[src/rtl/awd_params.svh]
`ifndef AWD_PARAMS_SVH
`define AWD_PARAMS_SVH

// Register byte offsets
`define AWD_OFS_WAIT       8'h00
`define AWD_OFS_MODE       8'h04
`define AWD_OFS_STAT       8'h08

// Reset values and writable masks
`define AWD_WAIT_RESET     32'hfffeefff
`define AWD_WAIT_WMASK     32'hfffeefff
`define AWD_MODE_RESET     32'h00000000
`define AWD_MODE_WMASK     32'h0000001f

// Wait control field positions
`define AWD_A5W_HI         25
`define AWD_A5W_LO         23
`define AWD_A5B_HI         22
`define AWD_A5B_LO         20
`define AWD_A4W_HI         19
`define AWD_A4W_LO         17
`define AWD_A3W_HI         15
`define AWD_A3W_LO         13
`define AWD_A2W_HI         11
`define AWD_A2W_LO         9
`define AWD_RSVD_A         16
`define AWD_RSVD_B         12

// Mode field positions
`define AWD_M2_HI          1
`define AWD_M2_LO          0
`define AWD_M3_HI          3
`define AWD_M3_LO          2
`define AWD_ROW_OPEN       4

// Status bit positions
`define AWD_ST_BUSY        0
`define AWD_ST_READY       1
`define AWD_ST_A2_BAD      2
`define AWD_ST_A3_BAD      3

// Bus responses
`define AWD_RESP_OKAY      2'b00
`define AWD_RESP_SLVERR    2'b10

`endif

[src/rtl/awd_pkg.sv]
package awd_pkg;

  typedef enum logic [1:0] {awd_sram, awd_mpx, awd_dram, awd_sdram} awd_mem_type;
  typedef enum logic [0:0] {awd_idle, awd_wait} awd_state_type;
  typedef logic [3:0] awd_wait_type;

  // Code to first-cycle waits: 0,1,2,3,6,9,12,15
  function automatic awd_wait_type awd_first_waits(input logic [2:0] code);
    awd_wait_type w;
    w = 4'h0;
    case (code)
      3'h0: w = 4'h0;
      3'h1: w = 4'h1;
      3'h2: w = 4'h2;
      3'h3: w = 4'h3;
      3'h4: w = 4'h6;
      3'h5: w = 4'h9;
      3'h6: w = 4'hc;
      default: w = 4'hf;
    endcase
    return w;
  endfunction

  // Waits for area 2 or 3 by memory kind
  function automatic awd_wait_type awd_area_waits(input logic [2:0] code,
                                                  input awd_mem_type mem);
    awd_wait_type w;
    w = awd_first_waits(code);
    if (mem == awd_sdram)
    begin
      w = {1'b0, code};
    end
    return w;
  endfunction

  // Ready input honoured only for SRAM or multiplexed, nonzero code
  function automatic logic awd_area_rdy(input logic [2:0] code, input awd_mem_type mem);
    return (code != 3'h0) && (mem == awd_sram || mem == awd_mpx);
  endfunction

  // SDRAM latency code not allowed
  function automatic logic awd_sdram_bad(input logic [2:0] code, input logic row_open);
    return (code == 3'h0) || (code > 3'h5) ||
           (row_open && (code == 3'h1 || code == 3'h4 || code == 3'h5));
  endfunction

endpackage

[src/rtl/awd_seq_if.sv]
`timescale 1ns/10ps
interface awd_seq_if;
  import awd_pkg::*;
  logic         start;
  awd_wait_type first_waits;
  logic         first_rdy_en;
  awd_wait_type pitch_waits;
  logic         pitch_rdy_en;
  logic [2:0]   extra_beats;
  logic         ready_ok;
  logic         abort;
  logic         busy;
  logic         beat;
  logic         done;

  modport ctl (output start, first_waits, first_rdy_en, pitch_waits, pitch_rdy_en,
               extra_beats, ready_ok, abort, input busy, beat, done);
  modport seq (input start, first_waits, first_rdy_en, pitch_waits, pitch_rdy_en,
               extra_beats, ready_ok, abort, output busy, beat, done);
endinterface

[src/rtl/awd_area_wait_decode.sv]
// The AXI4-Lite register port and the placing of the registers were left to the implementer.
`timescale 1ns/10ps
`include "awd_params.svh"
module awd_area_wait_decode
(
  // Clock and reset
  input  wire logic        aclk,
  input  wire logic        aresetn,
  // AXI4-Lite write
  input  wire logic [7:0]  awaddr,
  input  wire logic        awvalid,
  output logic             awready,
  input  wire logic [31:0] wdata,
  input  wire logic [3:0]  wstrb,
  input  wire logic        wvalid,
  output logic             wready,
  output logic [1:0]       bresp,
  output logic             bvalid,
  input  wire logic        bready,
  // AXI4-Lite read
  input  wire logic [7:0]  araddr,
  input  wire logic        arvalid,
  output logic             arready,
  output logic [31:0]      rdata,
  output logic [1:0]       rresp,
  output logic             rvalid,
  input  wire logic        rready,
  // Access request
  input  wire logic        acc_req,
  input  wire logic [2:0]  acc_area,
  input  wire logic [2:0]  acc_extra_beats,
  output logic             acc_busy,
  output logic             beat_strobe,
  output logic             acc_done,
  // Pins
  input  wire logic        ext_ready_n,
  input  wire logic        manual_reset_n
);
  import awd_pkg::*;

  awd_seq_if sif ();

  logic        awready_q, awready_d, wready_q, wready_d, arready_q, arready_d;
  logic        aw_hold_q, aw_hold_d, w_hold_q, w_hold_d;
  logic [7:0]  awaddr_q, awaddr_d;
  logic [31:0] wdata_q, wdata_d;
  logic [3:0]  wstrb_q, wstrb_d;
  logic        bvalid_q, bvalid_d, rvalid_q, rvalid_d;
  logic [1:0]  bresp_q, bresp_d, rresp_q, rresp_d;
  logic [31:0] rdata_q, rdata_d;
  logic [31:0] wait_q, wait_d, mode_q, mode_d;
  logic        rdy_s1_q, rdy_s2_q, mrst_s1_q, mrst_s2_q;
  logic        start_q, start_d, frdy_q, frdy_d, prdy_q, prdy_d;
  awd_wait_type fw_q, fw_d, pw_q, pw_d;
  logic [2:0]  eb_q, eb_d;
  logic [2:0]  c5, c4, c3, c2;
  awd_mem_type m2, m3;
  logic        a2_bad, a3_bad, take;

  function automatic logic [31:0] merge(input logic [31:0] old, input logic [31:0] data,
                                        input logic [3:0] strb);
    logic [31:0] r;
    r = old;
    for (int i = 0; i < 4; i++)
    begin
      if (strb[i])
      begin
        r[i*8 +: 8] = data[i*8 +: 8];
      end
    end
    return r;
  endfunction

  assign c5 = wait_q[`AWD_A5W_HI:`AWD_A5W_LO];
  assign c4 = wait_q[`AWD_A4W_HI:`AWD_A4W_LO];
  assign c3 = wait_q[`AWD_A3W_HI:`AWD_A3W_LO];
  assign c2 = wait_q[`AWD_A2W_HI:`AWD_A2W_LO];
  assign m2 = awd_mem_type'(mode_q[`AWD_M2_HI:`AWD_M2_LO]);
  assign m3 = awd_mem_type'(mode_q[`AWD_M3_HI:`AWD_M3_LO]);
  assign a2_bad = (m2 == awd_sdram) && awd_sdram_bad(c2, mode_q[`AWD_ROW_OPEN]);
  assign a3_bad = (m3 == awd_sdram) && awd_sdram_bad(c3, mode_q[`AWD_ROW_OPEN]);

  // Register bus and register file
  always_comb
  begin
    aw_hold_d = aw_hold_q | (awvalid & awready_q);
    w_hold_d  = w_hold_q | (wvalid & wready_q);
    awaddr_d  = (awvalid && awready_q) ? awaddr : awaddr_q;
    wdata_d   = (wvalid && wready_q) ? wdata : wdata_q;
    wstrb_d   = (wvalid && wready_q) ? wstrb : wstrb_q;
    bvalid_d  = bvalid_q && !bready;
    bresp_d   = bresp_q;
    rvalid_d  = rvalid_q && !rready;
    rresp_d   = rresp_q;
    rdata_d   = rdata_q;
    wait_d    = wait_q;
    mode_d    = mode_q;
    if (aw_hold_q && w_hold_q && !bvalid_q)
    begin
      aw_hold_d = 1'b0;
      w_hold_d  = 1'b0;
      bvalid_d  = 1'b1;
      bresp_d   = `AWD_RESP_OKAY;
      if (awaddr_q == `AWD_OFS_WAIT)
      begin
        wait_d = merge(wait_q, wdata_q, wstrb_q) & `AWD_WAIT_WMASK;
      end
      else if (awaddr_q == `AWD_OFS_MODE)
      begin
        mode_d = merge(mode_q, wdata_q, wstrb_q) & `AWD_MODE_WMASK;
      end
      else if (awaddr_q != `AWD_OFS_STAT)
      begin
        bresp_d = `AWD_RESP_SLVERR;
      end
    end
    if (arvalid && arready_q)
    begin
      rvalid_d = 1'b1;
      rresp_d  = `AWD_RESP_OKAY;
      rdata_d  = 32'h00000000;
      if (araddr == `AWD_OFS_WAIT)
      begin
        rdata_d = wait_q;
      end
      else if (araddr == `AWD_OFS_MODE)
      begin
        rdata_d = mode_q;
      end
      else if (araddr == `AWD_OFS_STAT)
      begin
        rdata_d[`AWD_ST_BUSY]   = sif.busy;
        rdata_d[`AWD_ST_READY]  = !rdy_s2_q;
        rdata_d[`AWD_ST_A2_BAD] = a2_bad;
        rdata_d[`AWD_ST_A3_BAD] = a3_bad;
      end
      else
      begin
        rresp_d = `AWD_RESP_SLVERR;
      end
    end
    awready_d = !aw_hold_d && !bvalid_d;
    wready_d  = !w_hold_d && !bvalid_d;
    arready_d = !rvalid_d;
  end

  always_ff @(posedge aclk)
  begin
    if (!aresetn)
    begin
      awready_q <= 1'b0;
      wready_q  <= 1'b0;
      arready_q <= 1'b0;
      aw_hold_q <= 1'b0;
      w_hold_q  <= 1'b0;
      awaddr_q  <= 8'h00;
      wdata_q   <= 32'h00000000;
      wstrb_q   <= 4'h0;
      bvalid_q  <= 1'b0;
      bresp_q   <= `AWD_RESP_OKAY;
      rvalid_q  <= 1'b0;
      rresp_q   <= `AWD_RESP_OKAY;
      rdata_q   <= 32'h00000000;
      wait_q    <= `AWD_WAIT_RESET;
      mode_q    <= `AWD_MODE_RESET;
    end
    else
    begin
      awready_q <= awready_d;
      wready_q  <= wready_d;
      arready_q <= arready_d;
      aw_hold_q <= aw_hold_d;
      w_hold_q  <= w_hold_d;
      awaddr_q  <= awaddr_d;
      wdata_q   <= wdata_d;
      wstrb_q   <= wstrb_d;
      bvalid_q  <= bvalid_d;
      bresp_q   <= bresp_d;
      rvalid_q  <= rvalid_d;
      rresp_q   <= rresp_d;
      rdata_q   <= rdata_d;
      wait_q    <= wait_d;
      mode_q    <= mode_d;
    end
  end

  // Pin synchronisers
  always_ff @(posedge aclk)
  begin
    if (!aresetn)
    begin
      rdy_s1_q  <= 1'b1;
      rdy_s2_q  <= 1'b1;
      mrst_s1_q <= 1'b1;
      mrst_s2_q <= 1'b1;
    end
    else
    begin
      rdy_s1_q  <= ext_ready_n;
      rdy_s2_q  <= rdy_s1_q;
      mrst_s1_q <= manual_reset_n;
      mrst_s2_q <= mrst_s1_q;
    end
  end

  // Access decode per area
  always_comb
  begin
    take    = acc_req && !sif.busy && !start_q && mrst_s2_q &&
              acc_area >= 3'h2 && acc_area <= 3'h5;
    start_d = take;
    fw_d    = fw_q;
    frdy_d  = frdy_q;
    pw_d    = pw_q;
    prdy_d  = prdy_q;
    eb_d    = eb_q;
    if (take)
    begin
      pw_d   = 4'h0;
      prdy_d = 1'b0;
      eb_d   = 3'h0;
      if (acc_area == 3'h5)
      begin
        fw_d   = awd_first_waits(c5);
        frdy_d = c5 != 3'h0;
        pw_d   = {1'b0, wait_q[`AWD_A5B_HI:`AWD_A5B_LO]};
        prdy_d = wait_q[`AWD_A5B_HI:`AWD_A5B_LO] != 3'h0;
        eb_d   = acc_extra_beats;
      end
      else if (acc_area == 3'h4)
      begin
        fw_d   = awd_first_waits(c4);
        frdy_d = c4 != 3'h0;
      end
      else if (acc_area == 3'h3)
      begin
        fw_d   = awd_area_waits(c3, m3);
        frdy_d = awd_area_rdy(c3, m3);
      end
      else
      begin
        fw_d   = awd_area_waits(c2, m2);
        frdy_d = awd_area_rdy(c2, m2);
      end
    end
  end

  always_ff @(posedge aclk)
  begin
    if (!aresetn)
    begin
      start_q <= 1'b0;
      fw_q    <= 4'h0;
      frdy_q  <= 1'b0;
      pw_q    <= 4'h0;
      prdy_q  <= 1'b0;
      eb_q    <= 3'h0;
    end
    else
    begin
      start_q <= start_d;
      fw_q    <= fw_d;
      frdy_q  <= frdy_d;
      pw_q    <= pw_d;
      prdy_q  <= prdy_d;
      eb_q    <= eb_d;
    end
  end

  assign sif.start        = start_q;
  assign sif.first_waits  = fw_q;
  assign sif.first_rdy_en = frdy_q;
  assign sif.pitch_waits  = pw_q;
  assign sif.pitch_rdy_en = prdy_q;
  assign sif.extra_beats  = eb_q;
  assign sif.ready_ok     = !rdy_s2_q;
  assign sif.abort        = !mrst_s2_q;

  awd_wait_seq u_seq
  (
    .aclk    (aclk),
    .aresetn (aresetn),
    .sif     (sif)
  );

  assign awready     = awready_q;
  assign wready      = wready_q;
  assign bvalid      = bvalid_q;
  assign bresp       = bresp_q;
  assign arready     = arready_q;
  assign rvalid      = rvalid_q;
  assign rresp       = rresp_q;
  assign rdata       = rdata_q;
  assign acc_busy    = sif.busy;
  assign beat_strobe = sif.beat;
  assign acc_done    = sif.done;
endmodule

[src/rtl/awd_wait_seq.sv]
`timescale 1ns/10ps
module awd_wait_seq
(
  // Clock and reset
  input wire logic aclk,
  input wire logic aresetn,
  // Control carrier
  awd_seq_if.seq   sif
);
  import awd_pkg::*;

  awd_state_type state_q, state_d;
  awd_wait_type  cnt_q, cnt_d;
  awd_wait_type  pitch_q, pitch_d;
  logic          rdy_en_q, rdy_en_d;
  logic          prdy_q, prdy_d;
  logic [2:0]    beats_q, beats_d;
  logic          busy_q, busy_d;
  logic          beat_q, beat_d;
  logic          done_q, done_d;

  always_comb
  begin
    state_d  = state_q;
    cnt_d    = cnt_q;
    pitch_d  = pitch_q;
    rdy_en_d = rdy_en_q;
    prdy_d   = prdy_q;
    beats_d  = beats_q;
    busy_d   = busy_q;
    beat_d   = 1'b0;
    done_d   = 1'b0;
    case (state_q)
      awd_idle:
      begin
        if (sif.start && !sif.abort)
        begin
          state_d  = awd_wait;
          cnt_d    = sif.first_waits;
          rdy_en_d = sif.first_rdy_en;
          pitch_d  = sif.pitch_waits;
          prdy_d   = sif.pitch_rdy_en;
          beats_d  = sif.extra_beats;
          busy_d   = 1'b1;
        end
      end
      awd_wait:
      begin
        if (cnt_q != 4'h0)
        begin
          cnt_d = cnt_q - 4'h1;
        end
        else if (!rdy_en_q || sif.ready_ok)
        begin
          beat_d = 1'b1;
          if (beats_q == 3'h0)
          begin
            state_d = awd_idle;
            busy_d  = 1'b0;
            done_d  = 1'b1;
          end
          else
          begin
            beats_d  = beats_q - 3'h1;
            cnt_d    = pitch_q;
            rdy_en_d = prdy_q;
          end
        end
      end
      default: state_d = awd_idle;
    endcase
    if (sif.abort)
    begin
      state_d = awd_idle;
      busy_d  = 1'b0;
      beat_d  = 1'b0;
      done_d  = 1'b0;
    end
  end

  always_ff @(posedge aclk)
  begin
    if (!aresetn)
    begin
      state_q  <= awd_idle;
      cnt_q    <= 4'h0;
      pitch_q  <= 4'h0;
      rdy_en_q <= 1'b0;
      prdy_q   <= 1'b0;
      beats_q  <= 3'h0;
      busy_q   <= 1'b0;
      beat_q   <= 1'b0;
      done_q   <= 1'b0;
    end
    else
    begin
      state_q  <= state_d;
      cnt_q    <= cnt_d;
      pitch_q  <= pitch_d;
      rdy_en_q <= rdy_en_d;
      prdy_q   <= prdy_d;
      beats_q  <= beats_d;
      busy_q   <= busy_d;
      beat_q   <= beat_d;
      done_q   <= done_d;
    end
  end

  assign sif.busy = busy_q;
  assign sif.beat = beat_q;
  assign sif.done = done_q;
endmodule

[config.mk]
export PLATFORM = sky130hd
export DESIGN_NAME = awd_area_wait_decode
export DESIGN_NICKNAME = d
export VERILOG_FILES = /design/src/rtl/awd_pkg.sv /design/src/rtl/awd_seq_if.sv /design/src/rtl/awd_area_wait_decode.sv /design/src/rtl/awd_wait_seq.sv
export VERILOG_INCLUDE_DIRS = /design/src /design/src/rtl
export SDC_FILE = /design/constraint.sdc
export NUM_CORES = 1
export LEC_CHECK = 0
export BUFFER_PORTS_ARGS = -buffer_cell sky130_fd_sc_hd__buf_2
export CAP_MARGIN = 20
export CORE_AREA = 2 2 89 155
export DETAILED_ROUTE_END_ITERATION = 8
export DIE_AREA = 0 0 91 157
export PLACE_DENSITY = 0.78
export SETUP_SLACK_MARGIN = 0.05
export SLEW_MARGIN = 10
export SYNTH_ARGS = -nofsm -noshare
export SYNTH_HDL_FRONTEND = slang
export SYNTH_SLANG_ARGS = --single-unit
[constraint.sdc]
create_clock -name aclk -period 2.23 [get_ports aclk]
set_clock_uncertainty 0.1 [all_clocks]
set_input_delay 0.223 -clock aclk [delete_from_list [all_inputs] [get_ports aclk]]
set_output_delay 0.223 -clock aclk [all_outputs]
set_load 0.1 [all_outputs]
==> results by group <==
Clock tree
  • Post-cts sizing count: 0
  • # Post-CTS Setup Buffers: 0
  • Clock Sinks: 149
  • TritonCTS clock tree: yes
  • Cts hold-fix bufs: 48
  • Clk Latency, worst-skew pair: 0.42 ns
  • Clock Path Buffers: 2
  • Clock Pin Slew Worst Setup and Hold Paths: 0.06 ns
  • CTS H-tree lvls: 4
  • Root buf cell: clkbuf_16
  • Clock buffer count from CTS: 17

Routing
  • Drt pass-1 iters: 5
  • DRT iter0 DRCs: 254
  • Via count: 5372
  • Average wire per standard cell: 14.2 um
  • ANT nets after route: 0
  • Remaining DRCs: 0
  • Final wirelength: 14700 um
  • Via/cell ratio: 5.20

Power and ir drop
  • Leakage power: 3.20 nW
  • Int Pwr: 4.54 mW
  • NetSw: 1.61 mW
  • Reg power frac: 0.454
  • Tot Pwr: 6.15 mW
  • Cell area power density: 803 nW/um^2
  • Comb pwr share: 0.100
  • VDD IR max: 0.479 mV
  • Clock network power share: 0.447
  • Switching Share: 0.262

Flow run
  • Max Cap Viol: 0

Min path
  • Hold Path Class: in2reg
  • Hold Crit Depth: 3

Critical path
  • Worst path top cell family by delay: compound AO/OA/AOI/OAI gates
  • Worst Path Arrival: 2.25 ns
  • CP peak stage delay: 0.43 ns
  • Worst Setup End Kind: register
  • Critical Path Source: u_seq.cnt_q[0]$_SDFFE_PN0P_
  • Worst path buffer plus inverter count: 1
  • Critical Path Slowest Stage Cell: or3b_4
  • Critical path capture point: u_seq.cnt_q[2]$_SDFFE_PN0P_
  • WP data required: 2.44 ns
  • R2R Path End: u_seq.cnt_q[2]$_SDFFE_PN0P_
  • Reg2reg start: u_seq.cnt_q[0]$_SDFFE_PN0P_
  • Worst r2r path cells: 7
  • Crit-path max FO: 7
  • Worst path depth: 7
  • Crit Path Class: reg2reg
  • CP startpoint kind: register
  • R2R setup slack: 0.19 ns
  • Crit-path cells: inv_1, ha_1, or3b_4, a21o_4, a21oi_4, a31oi_1, o221a_1

Floorplanning
  • Core Area: 12900 um^2
  • Rows: 55
  • Die X: 91 um
  • Die footprint: 14300 um^2
  • Initial Utilization: 0.462
  • Chip Height: 157 um
  • I/O pins: 112

Layout
  • Antenna diode count: 0
  • Area Growth Syn to Fin: 28.1%
  • Share of layout cells above drive strength 1: 0.195
  • Post-route cell area: 7660 um^2
  • Nets: 921

Logic synthesis
  • Synth Register Bits: 149
  • Warnings, synthesis: 0
  • Count of cell types in the netlist: 61
  • Main flop type after synthesis: dfxtp_1
  • Largest cells by area after synthesis: dfxtp_1 (50%), nand2_1 (9.4%), nand3_1 (5.4%), a21oi_1 (5.1%), a22oi_1 (3.5%)
  • EDFF count, synth: 0
  • Post-synthesis area per instance: 8.42 um^2
  • Synth top cells by count: nand2_1 (150), dfxtp_1 (149), nand3_1 (64), a21oi_1 (61), nor2_1 (55)
  • Register area share after synthesis: 0.499
  • Netlist Area Pre-Place: 5980 um^2
  • Most frequent cell after synthesis: nand2_1
  • Yosys top cell by area: dfxtp_1
  • Synth top area share: 0.499
  • Post-Syn Instances: 710
  • Ys async rst share: 0

STA
  • RSZ-0062 raised after global routing: false
  • Tmin final: 2.04 ns
  • Max-slew violations: 0
  • Max_slew headroom: 0.596
  • Final Hold Slack: 0.0134 ns
  • Worst Tran Pin Value: 0.604 ns
  • Worst Slack Setup Final: 0.189 ns
  • Period utilisation layout: 0.915
  • Hold Fails Final Rpt: 0
  • Fmax: 0.490 GHz
  • Setup TNS: 0 ns
  • Endpoints failing setup: 0

Placement
  • Port Buf Inserts: 105
  • Final Wtd Congestion: 0.871
  • Placed wire-length estimate: 9880 um
  • DP Area: 6610 um^2
  • Pre-CTS setup slack: 0.219 ns

Global route
  • GR Overflow Total: 0
  • Largest net degree at the start of global routing: 92
  • Tot GR Track Use: 0.211
  • Number of global-route vias before repair: 5151
  • First-pass GRT wire length: 24200 um
  • Initial antenna violation count: 0

Outcome
  • Status: complete, no violations
==> worst min path at each step <==
stage	slack [ns]	from	end
finish	0.01	bready	bvalid$_SDFF_PN0_
CTS	0.002	bready	bvalid$_SDFF_PN0_
detailed placement	0.30	rdy_s1_q$_SDFF_PN1_	rdy_s2_q$_SDFF_PN1_
global placement	0.29	mrst_s1_q$_SDFF_PN1_	mrst_s2_q$_SDFF_PN1_
floorplan	0.22	manual_reset_n	mrst_s1_q$_SDFF_PN1_
global route	0.03	bready	bvalid$_SDFF_PN0_
==> routing by layer <==
layer  vias to the layer above  track usage  wire, um
met3                        31       0.0445       488
met1                      2497        0.216      5720
met5                         -            0         0
met2                       124        0.403      8080
li1                       2720            -         -
met4                         0       0.0960       388
==> cell usage in the layout (no fill, tap or decap), drive strengths merged, types with 7 or more instances in the layout <==
cell type,count
nor3,7
dfxtp,149
a22oi,28
nand3,64
inv,22
a21oi,63
a22o,8
o21ai,14
clkbuf,18
buf,120
nor4,7
mux2i,13
nand2,151
nor2,56
nand2b,11
dlygate4sd3,48
==> power by group through the flow <==
| stage | Combinational (mW) | Sequential [mW] | Clock (mW) |
|---|---|---|---|
| final | 0.613 | 2.79 | 2.75 |
| after global routing | 0.669 | 2.80 | 2.90 |
| after floorplan | 0.335 | 2.91 | 0 |
| after CTS | 0.609 | 2.79 | 2.78 |
| after detailed placement | 0.542 | 2.85 | 0 |
| after global placement | 0.538 | 2.85 | 0 |
==> cell families after synthesis <==
group | share of synthesized area
adder cells (fa/ha/maj) | 0.00837
buffers and inverters | 0.0504
XOR/XNOR | 0.00732
flip-flops | 0.499
other | 0.000627
AND/OR/NAND/NOR | 0.248
multiplexers | 0.0218
AO/OA/AOI/OAI | 0.164
==> sequential cells by signal (all words and copies together), names as in the netlist, 4 cells and up <==
register     cells
rdata           30
wait_q          30
wdata_q         30
awaddr_q         8
mode_q           5
fw_q             4
u_seq.cnt_q      4
wstrb_q          4
==> cell type report <==
type	count	area (um^2)
timing repair buffer	168	1130
clock buffer	18	429
multi-input combinational	498	2710
sequential	149	2980
clock inverter	14	140
inverter	15	56.3
tap	171	214
fill	1188	5280
==> through the flow <==
stage                util  std cells
global placement    0.511        953
finish              0.592       1033
floorplan               -        713
global route        0.592       1033
CTS                 0.592       1033
detailed placement  0.511        953
==> tightest hold or removal path, stage by stage <==
cell and delay [ns]:
buf_2 0.07, nand2b_1 0.12, a21oi_1 0.07
Note: power is estimated with default switching activity, not from simulation.
